$ cat config.mk
export PLATFORM = sky130hd
export DESIGN_NAME = tuc_top
export DESIGN_NICKNAME = d
export VERILOG_FILES = /design/src/rtl/tuc_pkg.sv /design/src/rtl/tuc_tap_if.sv /design/src/rtl/tuc_prescaler.sv /design/src/rtl/tuc_top.sv
export SDC_FILE = /design/constraint.sdc
export NUM_CORES = 1
export LEC_CHECK = 0
export BUFFER_PORTS_ARGS = -buffer_cell sky130_fd_sc_hd__buf_2
export CAP_MARGIN = 25
export CORE_UTILIZATION = 30
export CTS_CLUSTER_SIZE = 24
export DETAILED_ROUTE_END_ITERATION = 8
export SYNTH_ARGS = -nofsm -noshare
export SYNTH_HDL_FRONTEND = slang
export SYNTH_HIERARCHICAL = 1
export SYNTH_SLANG_ARGS = --single-unit
$ cat constraint.sdc
create_clock -name clock -period 6 [get_ports clock]
set_input_delay 0.6 -clock clock [delete_from_list [all_inputs] [get_ports clock]]
set_output_delay 0.6 -clock clock [all_outputs]
set_load 0.01 [all_outputs]
$ cat src/rtl/tuc_pkg.sv
// shared constants and state types for the timer up-counter channel
package tuc_pkg;

    localparam int COUNT_W = 16;
    localparam int PRE_W = 5;

    // source clock select encodings
    localparam logic [1:0] SRC_EXT_PIN = 2'h0;
    localparam logic [1:0] SRC_DIV2 = 2'h1;
    localparam logic [1:0] SRC_DIV8 = 2'h2;
    localparam logic [1:0] SRC_DIV32 = 2'h3;

    // capture timing select encodings
    localparam logic [1:0] CAP_OFF = 2'h0;
    localparam logic [1:0] CAP_PIN_EDGES = 2'h1;
    localparam logic [1:0] CAP_ON_MATCH = 2'h2;
    localparam logic [1:0] CAP_RESERVED = 2'h3;

    // prescaler tap terminal counts: divide by 2, 8 and 32
    localparam logic [PRE_W-1:0] TAP2_MASK = 5'h01;
    localparam logic [PRE_W-1:0] TAP8_MASK = 5'h07;
    localparam logic [PRE_W-1:0] TAP32_MASK = 5'h1F;

    // reset values and counting constants
    localparam logic [COUNT_W-1:0] COUNT_RST = 16'h0000;
    localparam logic [COUNT_W-1:0] COMPARE_RST = 16'h0000;
    localparam logic [COUNT_W-1:0] CAPTURE_RST = 16'h0000;
    localparam logic [COUNT_W-1:0] COUNT_MAX = 16'hFFFF;
    localparam logic [PRE_W-1:0] PRE_RST = 5'h00;
    localparam logic [COUNT_W-1:0] COUNT_ONE = 16'h0001;
    localparam logic [PRE_W-1:0] PRE_ONE = 5'h01;

    typedef struct packed {
        logic [PRE_W-1:0] div;
        logic tick_div2;
        logic tick_div8;
        logic tick_div32;
    } tuc_pre_s;

    typedef struct packed {
        logic [COUNT_W-1:0] count;
        logic [COUNT_W-1:0] cmp_a;
        logic [COUNT_W-1:0] cmp_p;
        logic [COUNT_W-1:0] buf_a;
        logic [COUNT_W-1:0] buf_p;
        logic [COUNT_W-1:0] cap_a;
        logic [COUNT_W-1:0] cap_b;
        logic ext_prev;
        logic match_a;
        logic match_p;
        logic ovf;
        logic irq;
        logic cirq_a;
        logic cirq_b;
    } tuc_core_s;

endpackage : tuc_pkg

$ cat src/rtl/tuc_tap_if.sv
// carrier between the prescaler and the counter core
`timescale 1ns/1ps
interface tuc_tap_if;
    logic clear;
    logic tick_div2;
    logic tick_div8;
    logic tick_div32;

    modport prescaler (input clear, output tick_div2, output tick_div8, output tick_div32);
    modport core (output clear, input tick_div2, input tick_div8, input tick_div32);
endinterface : tuc_tap_if

$ cat src/rtl/tuc_prescaler.sv
// prescaler producing one-cycle ticks at divide-by-2, 8 and 32
`timescale 1ns/1ps
module tuc_prescaler
(
    // clock and reset
    input wire logic clock,
    input wire logic rstn,
    // taps toward the core
    tuc_tap_if.prescaler taps
);
    import tuc_pkg::*;

    tuc_pre_s st_q;
    tuc_pre_s st_d;

    ////////////////////////////////////////////////////////////////////////
    // divider held at zero while the counter is stopped, so the first
    // tick after a start always arrives at a fixed distance
    always_comb
    begin
        st_d = st_q;
        if (taps.clear)
        begin
            st_d = '0;
        end
        else
        begin
            st_d.div = st_q.div + PRE_ONE;
            st_d.tick_div2 = ((st_q.div & TAP2_MASK) == TAP2_MASK);
            st_d.tick_div8 = ((st_q.div & TAP8_MASK) == TAP8_MASK);
            st_d.tick_div32 = ((st_q.div & TAP32_MASK) == TAP32_MASK);
        end
    end

    // state register
    always_ff @(posedge clock or negedge rstn)
    begin
        if (!rstn)
        begin
            st_q <= '0;
        end
        else
        begin
            st_q <= st_d;
        end
    end

    // ticks leave straight from flip-flops
    assign taps.tick_div2 = st_q.tick_div2;
    assign taps.tick_div8 = st_q.tick_div8;
    assign taps.tick_div32 = st_q.tick_div32;

endmodule : tuc_prescaler

$ cat src/rtl/tuc_top.sv
// timer channel core: 16-bit up-counter with compare, buffering and capture
`timescale 1ns/1ps
module tuc_top
(
    // clock and reset
    input wire logic clock,
    input wire logic rstn,
    // mode and run control
    input wire logic count_run,
    input wire logic [1:0] source_clock_select,
    input wire logic clear_on_match_enable,
    input wire logic double_buffer_enable,
    input wire logic [1:0] capture_timing_select,
    // compare register writes
    input wire logic compare_a_write,
    input wire logic compare_period_write,
    input wire logic [tuc_pkg::COUNT_W-1:0] compare_wdata,
    // software capture bit write
    input wire logic soft_capture_write,
    input wire logic soft_capture_trigger,
    // external count pin
    input wire logic ext_count_input,
    // counter and register views
    output logic [tuc_pkg::COUNT_W-1:0] count_value,
    output logic [tuc_pkg::COUNT_W-1:0] compare_value_a,
    output logic [tuc_pkg::COUNT_W-1:0] compare_value_period,
    output logic [tuc_pkg::COUNT_W-1:0] capture_value_a,
    output logic [tuc_pkg::COUNT_W-1:0] capture_value_b,
    // event pulses
    output logic match_a_event,
    output logic match_period_event,
    output logic overflow_event,
    output logic timer_event_irq,
    output logic capture_irq_a,
    output logic capture_irq_b
);
    import tuc_pkg::*;

    tuc_core_s st_q;
    tuc_core_s st_d;
    tuc_tap_if taps ();

    logic count_tick;
    logic pin_rise;
    logic pin_fall;
    logic [COUNT_W-1:0] count_next;
    logic hit_a;
    logic hit_p;
    logic wrap;
    logic period_clear;
    logic cap_a_fire;
    logic cap_b_fire;
    logic immediate;

    ////////////////////////////////////////////////////////////////////////
    // prescaler taps, parked while stopped
    assign taps.clear = !count_run;

    tuc_prescaler u_prescaler
    (
        .clock (clock),
        .rstn (rstn),
        .taps (taps)
    );

    ////////////////////////////////////////////////////////////////////////
    // tap selection shared by the counter; kept as a function so the
    // encoding lives in one place
    function automatic logic pick_tick(input logic [1:0] sel, input logic pin, input logic t2,
                                       input logic t8, input logic t32);
        logic r;
        r = 1'b0;
        unique case (sel)
            SRC_EXT_PIN: r = pin;
            SRC_DIV2: r = t2;
            SRC_DIV8: r = t8;
            SRC_DIV32: r = t32;
        endcase
        return r;
    endfunction : pick_tick

    ////////////////////////////////////////////////////////////////////////
    // count source and pin edges; the pin is taken as synchronous, so a
    // single previous-value flop is enough for edge detection
    always_comb
    begin
        pin_rise = ext_count_input && !st_q.ext_prev;
        pin_fall = !ext_count_input && st_q.ext_prev;
        count_tick = count_run && pick_tick(source_clock_select, pin_rise, taps.tick_div2,
                                            taps.tick_div8, taps.tick_div32);
    end

    // next counter value and the conditions that go with it
    always_comb
    begin
        period_clear = clear_on_match_enable && (st_q.count == st_q.cmp_p);
        wrap = !period_clear && (st_q.count == COUNT_MAX);
        if (period_clear)
        begin
            count_next = COUNT_RST;
        end
        else
        begin
            count_next = st_q.count + COUNT_ONE;
        end
        hit_a = count_tick && (count_next == st_q.cmp_a);
        hit_p = count_tick && (count_next == st_q.cmp_p);
    end

    // capture timing: pin edges, or compare hits, steer the two latches
    always_comb
    begin
        cap_a_fire = 1'b0;
        cap_b_fire = 1'b0;
        unique case (capture_timing_select)
            CAP_OFF:
            begin
                cap_a_fire = 1'b0;
            end
            CAP_PIN_EDGES:
            begin
                cap_a_fire = pin_rise;
                cap_b_fire = pin_fall;
            end
            CAP_ON_MATCH:
            begin
                cap_a_fire = hit_p;
                cap_b_fire = hit_a;
            end
            CAP_RESERVED:
            begin
                cap_b_fire = 1'b0;
            end
        endcase
        if (soft_capture_write && !soft_capture_trigger)
        begin
            cap_a_fire = 1'b1;
        end
    end

    ////////////////////////////////////////////////////////////////////////
    // state update; buffering is bypassed whenever it is off or the
    // counter is stopped, so writes land in the active register at once
    always_comb
    begin
        immediate = !double_buffer_enable || !count_run;
        st_d = st_q;
        st_d.ext_prev = ext_count_input;
        if (!count_run)
        begin
            st_d.count = COUNT_RST;
        end
        else if (count_tick)
        begin
            st_d.count = count_next;
        end
        // period match moves buffered values in; a write in the same
        // cycle refills the buffer and reaches the active register next time
        if (hit_p && !immediate)
        begin
            st_d.cmp_a = st_q.buf_a;
            st_d.cmp_p = st_q.buf_p;
        end
        if (compare_a_write)
        begin
            st_d.buf_a = compare_wdata;
            if (immediate)
            begin
                st_d.cmp_a = compare_wdata;
            end
        end
        if (compare_period_write)
        begin
            st_d.buf_p = compare_wdata;
            if (immediate)
            begin
                st_d.cmp_p = compare_wdata;
            end
        end
        // captures take the value the counter shows this cycle
        if (cap_a_fire)
        begin
            st_d.cap_a = st_q.count;
        end
        if (cap_b_fire)
        begin
            st_d.cap_b = st_q.count;
        end
        st_d.match_a = hit_a;
        st_d.match_p = hit_p;
        st_d.ovf = count_tick && wrap;
        st_d.irq = hit_a || hit_p || (count_tick && wrap);
        st_d.cirq_a = cap_a_fire;
        st_d.cirq_b = cap_b_fire;
    end

    // state register; compare and buffer registers all reset to zero, so they start equal
    always_ff @(posedge clock or negedge rstn)
    begin
        if (!rstn)
        begin
            st_q.count <= COUNT_RST;
            st_q.cmp_a <= COMPARE_RST;
            st_q.cmp_p <= COMPARE_RST;
            st_q.buf_a <= COMPARE_RST;
            st_q.buf_p <= COMPARE_RST;
            st_q.cap_a <= CAPTURE_RST;
            st_q.cap_b <= CAPTURE_RST;
            st_q.ext_prev <= 1'b0;
            st_q.match_a <= 1'b0;
            st_q.match_p <= 1'b0;
            st_q.ovf <= 1'b0;
            st_q.irq <= 1'b0;
            st_q.cirq_a <= 1'b0;
            st_q.cirq_b <= 1'b0;
        end
        else
        begin
            st_q <= st_d;
        end
    end

    ////////////////////////////////////////////////////////////////////////
    // outputs straight from the state flops
    assign count_value = st_q.count;
    assign compare_value_a = st_q.cmp_a;
    assign compare_value_period = st_q.cmp_p;
    assign capture_value_a = st_q.cap_a;
    assign capture_value_b = st_q.cap_b;
    assign match_a_event = st_q.match_a;
    assign match_period_event = st_q.match_p;
    assign overflow_event = st_q.ovf;
    assign timer_event_irq = st_q.irq;
    assign capture_irq_a = st_q.cirq_a;
    assign capture_irq_b = st_q.cirq_b;

endmodule : tuc_top

==> results of run 1 <==
[report_power, final]
part           switching, mW  total [mW]  internal [mW]  leakage (nW)
combinational          0.147       0.271          0.124          1.70
sequential            0.0813        1.00          0.919          1.54
clock                  0.397        1.10          0.707         0.300
total                  0.626        2.38           1.75          3.54
[synthesized netlist by cell type, drive strengths merged, types with 4 or more instances]
cell / instances / share of area
o221a: 32 / 0.049
ha: 6 / 0.010
buf: 105 / 0.10
nand3: 27 / 0.019
nand4: 8 / 0.0076
clkbuf: 17 / 0.0086
nor3: 14 / 0.010
mux2: 50 / 0.076
nand2b: 37 / 0.031
nor2b: 8 / 0.0067
o21ai: 18 / 0.012
o221ai: 4 / 0.0047
a21oi: 30 / 0.023
and3: 4 / 0.0034
dfrtp: 127 / 0.43
nand3b: 4 / 0.0040
o22ai: 6 / 0.0051
xor2: 8 / 0.0094
inv: 12 / 0.0061
a22oi: 16 / 0.016
and2b: 6 / 0.0071
nor2: 24 / 0.012
nand2: 43 / 0.023
xnor2: 25 / 0.029
nor4: 11 / 0.013
o211ai: 18 / 0.018
a211oi: 4 / 0.0040
[path summary, 6_finish.rpt]
| kind | from | to | slack, ns | cells past startpoint |
|---|---|---|---|---|
| max in group asynchronous | rstn | compare_value_period[6] | 4.38 | 2 |
| hold / removal | rstn | match_period_event | 0.24 | 1 |
| setup reg to reg | count_value[0] | compare_value_a[13] | 1.75 | 11 |
| setup / recovery | count_value[0] | compare_value_a[13] | 1.75 | 11 |
| min in group clock | ext_count_input | st_q[6] | 0.32 | 1 |
| hold reg to reg | u_prescaler/st_q[3] | u_prescaler/st_q[3] | 0.48 | 1 |
[critical path, stage by stage, from the launching register on]
cell and delay, ns:
dfrtp_1 0.66, ha_1 0.33, nand3_1 0.29, or3_1 0.47, xor2_1 0.47, o22ai_1 0.17, nor3_1 0.28, nor2_1 0.09
or4_4 0.56, clkinv_4 0.19, nand2_4 0.26, o221a_1 0.36
[cells by family (layout without fill, tap and decap cells)]
kind of cell	after synthesis	after routing	synth area share
flip-flops	127	127	0.428
buffers and inverters	135	168	0.119
adder cells (fa/ha/maj)	6	6	0.0101
multiplexers	52	52	0.0802
AND/OR/NAND/NOR	207	207	0.163
AO/OA/AOI/OAI	148	148	0.157
XOR/XNOR	34	34	0.0420
[registers in the layout, indices dropped and copies added, names as in the netlist, 5 cells and up]
signal / flops
st_q: 33
compare_value_period: 16
capture_value_a: 16
u_prescaler/st_q: 5
capture_value_b: 16
compare_value_a: 16
count_value: 16
[layout make-up]
class / instances / area (sq um) / share of cell area
Multi-Input combinational cell: 447 / 3360 / 0.406
Sequential cell: 127 / 3180 / 0.384
Timing Repair Buffer: 123 / 646 / 0.0780
Clock buffer: 19 / 443 / 0.0535
Tap cell: 324 / 405 / 0.0490
Clock inverter: 13 / 188 / 0.0227
Inverter: 13 / 53.8 / 0.00650
[per-layer routing]
metal / vias to the layer above / wire, um / global-route usage
li1: 2564 / - / -
met1: 2788 / 9710 / 0.245
met2: 228 / 9390 / 0.253
met3: 22 / 1280 / 0.0331
met4: 0 / 270 / 0.0516
met5: - / 0 / 0
==> key figures, run 1 <==
Floorplan
  – Placeable Area: 24300 sq um
  – Die Area: 25400 sq um
  – Die H: 159 um
  – Top Ports: 116
  – Die Wd: 159 um
  – Initial Utilization: 0.305
  – Std cell rows: 57

Finish
  – Filler cell count in the final layout: 2437
  – Total Nets Final: 765
  – Most common cell after layout, fill and taps aside: dfrtp_1
  – Fin cells: 1066
  – Most frequent cells in the layout: 127 x dfrtp_1, 114 x buf_2, 41 x nand2_1, 41 x mux2_2, 37 x nand2b_1
  – Final Util: 0.340
  – P&R area growth vs syn: 11.4%
  – Ant diodes: 0
  – Fraction of layout cells with a size suffix above 1: 0.298
  – Fin area: 8270 sq um

GRT
  – Largest net degree at the start of global routing: 70
  – Number of global-route vias before repair: 5521
  – Initial antenna violation count: 0
  – Overall Global Routing Usage: 0.169
  – GRT overflow: 0
  – First-pass GRT wire length: 33100 um

Worst setup path
  – Crit path max fanout: 32
  – Crit path capture type: flip-flop
  – Worst Setup Start Kind: flip-flop
  – Worst EP arrival: 4.56 ns
  – Critical path type: flip-flop to flip-flop
  – Required time worst endpoint: 6.31 ns

Timing
  – RSZ-0062 raised after global routing: false
  – Highest clock rate: 0.235 GHz
  – Setup Total Neg Slack: 0 ns
  – Relative slew slack: 0.413
  – Final setup viols: 0
  – Final period util: 0.709
  – Final count of hold timing violations: 0
  – Tmin final: 4.25 ns
  – Pins over their slew limit: 0
  – Hold slack: 0.240 ns
  – Final clock skew: 0.00753 ns
  – Final worst-path setup slack: 1.75 ns
  – Least-Margin Pin Slew: 0.881 ns

Synth
  – Register area share after synthesis: 0.428
  – Gate Count Post-Synth: 709
  – Synthesized area: 7420 sq um
  – Synth Flop Type: dfrtp_1
  – Mapped Nets: 745
  – Yosys cell types: 73
  – Post-synth EDFFs: 0
  – Post-synthesis area per instance: 10.5 sq um
  – FF+latch count, synth: 127
  – Yosys Warn Count: 6
  – Ys async rst share: 1.00

Detailed routing
  – Wirelength per Cell: 19.4 um
  – Final ANT Viol Nets: 0
  – Post-Route WL: 20700 um
  – Total number of vias: 5602
  – DR iter-0 viols: 524
  – DRC: 0
  – Routed vias/inst: 5.26
  – First drt pass iteration count: 6

Place
  – Cells after DPL: 1034
  – Dpl ws: 1.88 ns
  – Hpwl dp: 14600 um
  – Post-DP Area: 7640 sq um
  – IO Port Bufs: 115
  – Final estimated routing congestion in global placement: 0.906

CTS
  – CTS tree: built
  – Hold Buf Count CTS: 0
  – CTS root buffer: clkbuf_16
  – Setup Buffers After CTS: 0
  – CTS buffer count: 17
  – Clock transition at the registers of the reported paths: 0.06 ns
  – H-tree levels: 4
  – Worst-Skew Late Latency: 0.42 ns
  – Clock sinks: 127
  – CTS max path bufs: 2
  – PostCTS Resize Cnt: 0

Pwr
  – Peak supply drop: 0.144 mV
  – Tot Pwr: 2.38 mW
  – Pwr/cell area: 287 nW/um^2
  – Leak pwr: 3.54 nW

Job
  – Max Cap Viol: 0

Run status
  – Outcome: finished clean

Min path
  – Worst hold path type: primary input to asynchronous set/reset pin
Power figures use the tool's default switching activity.
==> run 2, diff against run 1 <==
Settings changed: ABC_AREA from default to 1.
Clock period 6 ns to 3.43 ns, I/O delays scaled along.
==> key figures, run 2 <==
Finish
  – FF/Latch Area: 3180 sq um (unchanged)
  – Max FFs per register: 33 (unchanged)
  – P&R area growth vs syn: 13.8%
  – Fraction of layout cells with a size suffix above 1: 0.190 (-0.108)
  – Biggest register: st_q
  – Total Nets Final: 1097 (+43%)
  – Most common cell after layout, fill and taps aside: nand2_1
  – Ant diodes: 0 (unchanged)
  – Filler cell count in the final layout: 2606 (+6.9%)
  – Multi-input gate area: 3010 sq um (-10%)
  – Most frequent cells in the layout: 387 x nand2_1, 127 x dfrtp_1, 114 x buf_2, 104 x inv_1, 93 x nand3_1

CTS
  – CTS root buffer: clkbuf_16
  – H-tree levels: 4 (unchanged)
  – Clock transition at the registers of the reported paths: 0.06 ns (about the same)
  – CTS max path bufs: 2 (unchanged)
  – Clock sinks: 127 (unchanged)
  – CTS buffer count: 17 (unchanged)
  – Setup Buffers After CTS: 0 (unchanged)
  – Worst-Skew Late Latency: 0.43 ns (about the same)
  – PostCTS Resize Cnt: 0 (unchanged)
  – CTS tree: built

Place
  – Hpwl dp: 15900 um (+9.0%)
  – Final estimated routing congestion in global placement: 0.912 (+0.71%)
  – IO Port Bufs: 115 (unchanged)

Timing
  – Final period util: 0.958 (+0.249)
  – RSZ-0062 raised after global routing: false
  – Least-Margin Pin Slew: 0.924 ns (+0.0433 ns)
  – Highest clock rate: 0.304 GHz (+29%)
  – Tmin final: 3.29 ns (-0.967 ns)
  – Final clock skew: 0.00895 ns (+0.00142 ns)
  – Setup Total Neg Slack: 0 ns (unchanged)
  – Final setup viols: 0 (unchanged)
  – Final count of hold timing violations: 0 (unchanged)
  – Relative slew slack: 0.383 (-0.0295)
  – Pins over their slew limit: 0 (unchanged)

Floorplan
  – Die Area: 25300 sq um (-0.37%)
  – Initial Utilization: 0.305 (about the same)
  – Die H: 159 um (-0.19%)
  – Placeable Area: 24200 sq um (-0.29%)
  – Die Wd: 159 um (-0.19%)
  – Std cell rows: 57 (unchanged)
  – Top Ports: 116 (unchanged)

Detailed routing
  – DR iter-0 viols: 611 (+17%)
  – Routed vias/inst: 4.61 (-12%)
  – Final ANT Viol Nets: 0 (unchanged)
  – First drt pass iteration count: 5 (-1)
  – Post-Route WL: 21800 um (+5.5%)
  – Top sig layer: met4
  – Metal3 WL: 1260 um (-1.6%)
  – Met2 routed WL: 9720 um (+3.5%)
  – Total number of vias: 6439 (+15%)
  – DRC: 0 (unchanged)
  – Met1 wire length: 10500 um (+7.6%)
  – Wirelength per Cell: 15.6 um (-20%)

Synth
  – Top cell type's share of synthesized area: 0.430 (+0.00159)
  – Synthesized area: 7400 sq um (-0.37%)
  – Most frequent cell after synthesis: nand2_1
  – Yosys cell types: 34 (-53%)
  – Synth area leaders: dfrtp_1 43%, nand2_1 20%, buf_4 8.6%
  – Synth cell count leaders: 387 x nand2_1, 127 x dfrtp_1, 104 x inv_1
  – Cell taking the most area after synthesis: dfrtp_1
  – Gate Count Post-Synth: 1018 (+44%)
  – Post-synthesis area per instance: 7.27 sq um (-31%)
  – Mapped Nets: 1054 (+41%)
  – Post-synth EDFFs: 0 (unchanged)
  – Synth Flop Type: dfrtp_1
  – Yosys Warn Count: 6 (unchanged)
  – Ys async rst share: 1.00 (unchanged)
  – FF+latch count, synth: 127 (unchanged)
  – Register area share after synthesis: 0.430 (+0.00159)

Pwr
  – Peak supply drop: 0.231 mV (+60%)
  – Pwr/cell area: 493 nW/um^2 (+72%)
  – Tot Pwr: 4.15 mW (+75%)
  – Leak pwr: 4.71 nW (+33%)

Worst setup path
  – Cell Chain, Critical Path: inv_2, nand2_1, nand2_1, nor2_1, nand2_1, nor2_2, nand3_4, nand2_1, xor2_1, nand3_1, nor2_1, nand4_1, nand2_2, nand2_4, nand2_1, nand2_1
  – Worst EP arrival: 3.60 ns (-0.96 ns)
  – Max incr delay on CP: 0.52 ns (-0.14 ns)
  – Crit path max fanout: 17 (-47%)
  – Slowest-stage cell, CP: dfrtp_1
  – Critical path type: flip-flop to flip-flop
  – Crit path capture type: flip-flop
  – Most used cell, CP: nand2_1
  – Top cell family by delay on the critical path: simple AND/OR/NAND/NOR gates
  – Worst Path Buf+Inv: 1 (unchanged)
  – Worst Setup Start Kind: flip-flop
  – Required time worst endpoint: 3.74 ns (-2.57 ns)

GRT
  – Initial antenna violation count: 0 (unchanged)
  – Number of global-route vias before repair: 5830 (+5.6%)
  – GRT overflow: 0 (unchanged)
  – Overall Global Routing Usage: 0.173 (+0.00406)
  – First-pass GRT wire length: 33800 um (+2.0%)
  – Largest net degree at the start of global routing: 80 (+14%)

Min path
  – Worst hold path type: primary input to flip-flop

Run status
  – Outcome: finished clean

Job
  – Max Cap Viol: 0 (unchanged)
run 2: cell families after synthesis:
| logic type | Yosys count | share of synthesized area |
|---|---|---|
| simple gates | 585 | 0.335 |
| buf+inv | 229 | 0.164 |
| xor+xnor | 15 | 0.0188 |
| flops | 127 | 0.430 |
| compound gates | 56 | 0.0416 |
| fa+ha+maj | 6 | 0.0102 |
run 2: area by class of cell:
| class | count | area share |
|---|---|---|
| Clock buffer | 24 | 0.0608 |
| Clock inverter | 8 | 0.0150 |
| Inverter | 120 | 0.0535 |
| Multi-Input combinational cell | 663 | 0.358 |
| Sequential cell | 127 | 0.378 |
| Tap cell | 324 | 0.0482 |
| Timing Repair Buffer | 132 | 0.0871 |
run 2: stage by stage:
step,hold WS [ns],instances,util,area (sq um),setup slack (ns)
global placement,0.418,1364,0.320,7760,0.198
CTS,0.0237,1397,0.347,8410,0.155
finish,0.0365,1398,0.347,8420,0.144
global route,0.0266,1398,0.347,8420,0.0197
floorplan,0.0474,1018,-,7400,1.12
detailed placement,0.419,1364,0.320,7760,0.162
run 2: worst paths after layout:
check / startpoint / to / slack (ns) / depth (start not counted)
hold reg to reg: capture_value_b[1] / capture_value_b[1] / 0.47 / 2
max in group asynchronous: rstn / st_q[42] / 2.07 / 3
setup / recovery: count_value[0] / capture_value_b[15] / 0.14 / 16
min in group asynchronous: rstn / capture_value_a[13] / 0.48 / 2
hold / removal: ext_count_input / st_q[6] / 0.04 / 1
setup reg to reg: count_value[0] / capture_value_b[15] / 0.14 / 16
run 2: power breakdown:
part / total (mW) / switching [mW] / internal (mW)
sequential: 1.70 / 0.108 / 1.59
combinational: 0.521 / 0.344 / 0.177
clock: 1.93 / 0.667 / 1.26
total: 4.15 / 1.12 / 3.03
run 2: layer usage:
metal / vias to the layer above / track usage
li1: 3159 / -
met1: 3031 / 0.247
met2: 225 / 0.262
met3: 24 / 0.0326
met4: 0 / 0.0594
met5: - / 0
run 2: repair_timing:
item / in CTS / in global routing
hold buffers: 1 / 0
hold endpoints to repair: 48 / 0
endpoints found under the setup margin: 0 / 1
==> run 3, diff against run 2 <==
Settings changed: CORE_ASPECT_RATIO from default to 1.5.
==> key figures, run 3 (synthesized netlist as in run 2, its figures left out) <==
CTS
  – CTS root buffer: clkbuf_16
  – Worst-Skew Late Latency: 0.42 ns (about the same)
  – Setup Buffers After CTS: 0 (unchanged)
  – Clock sinks: 127 (unchanged)
  – CTS max path bufs: 2 (unchanged)
  – H-tree levels: 4 (unchanged)
  – Clock transition at the registers of the reported paths: 0.06 ns (about the same)
  – PostCTS Resize Cnt: 0 (unchanged)
  – Hold Buf Count CTS: 0 (-1)
  – CTS buffer count: 17 (unchanged)
  – CTS tree: built

Timing
  – Highest clock rate: 0.317 GHz (+4.0%)
  – Relative slew slack: 0.508 (+0.125)
  – Tmin final: 3.16 ns (-0.127 ns)
  – Final setup viols: 0 (unchanged)
  – Pins over their slew limit: 0 (unchanged)
  – Final clock skew: 0.0104 ns (+0.00144 ns)
  – Hold slack: -0.0154 ns (-0.0519 ns)
  – Final worst-path setup slack: 0.271 ns (+0.127 ns)
  – Final period util: 0.921 (-0.0369)
  – RSZ-0062 raised after global routing: false
  – Final count of hold timing violations: 22 (+22)
  – Least-Margin Pin Slew: 0.738 ns (-0.186 ns)
  – Setup Total Neg Slack: 0 ns (unchanged)

Detailed routing
  – Post-Route WL: 22100 um (+1.4%)
  – Final ANT Viol Nets: 0 (unchanged)
  – Total number of vias: 6336 (-1.6%)
  – DR iter-0 viols: 402 (-34%)
  – Routed vias/inst: 4.55 (-1.3%)
  – First drt pass iteration count: 7 (+2)
  – Wirelength per Cell: 15.8 um (+1.7%)
  – DRC: 0 (unchanged)

Worst setup path
  – R2R depth: 16 (unchanged)
  – Crit path capture type: flip-flop
  – Critical path type: flip-flop to flip-flop
  – Most used cell, CP: nand2_1
  – Cell Chain, Critical Path: inv_1, nand2_1, nand2_1, nor2_1, nand2_1, nor2_4, nand3_4, nand2_1, xor2_1, nand3_1, nor2_1, nand4_1, nand2_2, buf_4, nand3_1, nand2_1
  – Crit. Startpoint: compare_value_period[7]
  – Worst R2R Start: compare_value_period[7]
  – Crit path max fanout: 25 (+8)
  – Max incr delay on CP: 0.53 ns (about the same)
  – Required time worst endpoint: 3.79 ns (+0.05 ns)
  – Worst Setup Start Kind: flip-flop
  – Slowest-stage cell, CP: dfrtp_1
  – Worst EP arrival: 3.52 ns (-0.08 ns)

Floorplan
  – Die H: 194 um (+22%)
  – Die Wd: 130 um (-18%)
  – Std cell rows: 70 (+23%)
  – Die Area: 25300 sq um (about the same)
  – Top Ports: 116 (unchanged)
  – Initial Utilization: 0.305 (about the same)
  – Placeable Area: 24300 sq um (about the same)

Finish
  – P&R area growth vs syn: 12.1%
  – Ant diodes: 0 (unchanged)
  – Fraction of layout cells with a size suffix above 1: 0.187 (-0.00303)
  – Most common cell after layout, fill and taps aside: nand2_1
  – Fin cells: 1394 (-0.29%)
  – Max FFs per register: 33 (unchanged)
  – Final Util: 0.342 (-0.00539)
  – Total Nets Final: 1095 (-0.18%)
  – Biggest register: st_q
  – Most frequent cells in the layout: 387 x nand2_1, 125 x dfrtp_1, 114 x buf_2, 104 x inv_1, 93 x nand3_1

GRT
  – GRT overflow: 0 (unchanged)
  – Overall Global Routing Usage: 0.184 (+0.0105)
  – Initial antenna violation count: 0 (unchanged)
  – Largest net degree at the start of global routing: 55 (-31%)
  – Number of global-route vias before repair: 6133 (+5.2%)
  – First-pass GRT wire length: 34700 um (+2.8%)

Pwr
  – Leak pwr: 4.66 nW (-1.1%)
  – Pwr/cell area: 473 nW/um^2 (-4.1%)
  – Peak supply drop: 0.300 mV (+30%)

Place
  – Cells after DPL: 1364 (unchanged)
  – Hpwl dp: 17100 um (+7.3%)
  – Dpl ws: 0.215 ns (+0.0537 ns)
  – Final estimated routing congestion in global placement: 0.975 (+6.8%)
  – IO Port Bufs: 115 (unchanged)

Job
  – Max Cap Viol: 0 (unchanged)

Min path
  – Worst hold path type: primary input to asynchronous set/reset pin

Run status
  – Failing checks: negative hold slack
  – Outcome: complete, but fails checks
[run 3: cell types whose count changed in the layout (fill, tap and decap cells not counted), sizes merged]
cell         before  now
bufinv            3    1
clkinv            4    5
clkinvlp          3    2
dlygate4sd3       1    0
nand3            97   96
[run 3: per-stage QoR]
step                total power, mW  cell area [sq um]
finish                         3.92               8290
global route                   4.10               8290
CTS                            3.96               8290
detailed placement             2.26               7750
global placement               2.25               7750
floorplan                      2.07               7400
[run 3: path summary, 6_finish.rpt]
path                                  endpoint  slack (ns)
min in group clock                     st_q[6]        0.06
max                        capture_value_b[13]        0.27
min                                   st_q[70]       -0.02
max reg2reg                capture_value_b[13]        0.27
max in group asynchronous             st_q[64]        2.63
min reg2reg                 capture_value_b[7]        0.46
[run 3: routing by layer]
metal,vias up,wire length [um],track usage
li1,3162,-,-
met1,2936,8600,0.207
met5,-,0,0
met4,0,856,0.0939
met3,48,805,0.0226
met2,190,11800,0.332
[run 3: cell type report]
type,count,area (sq um)
Clock buffer,24,482
Clock inverter,6,60.1
Fill cell,2566,16000
Inverter,120,450
Multi-Input combinational cell,662,3000
Sequential cell,127,3180
Tap cell,324,405
Timing Repair Buffer,131,711
[run 3: where the power goes]
| part | switching, mW | internal [mW] | total [mW] |
|---|---|---|---|
| registers | 0.106 | 1.59 | 1.70 |
| logic | 0.348 | 0.178 | 0.526 |
| clock network | 0.652 | 1.04 | 1.69 |
[run 3: critical path: cells and delay by family (launching register included)]
family	cells	cell delay, ns
xor gates and xnor gates	1	0.33
buffers and inverters	2	0.36
DFF	1	0.53
and+or+nand+nor	13	1.85
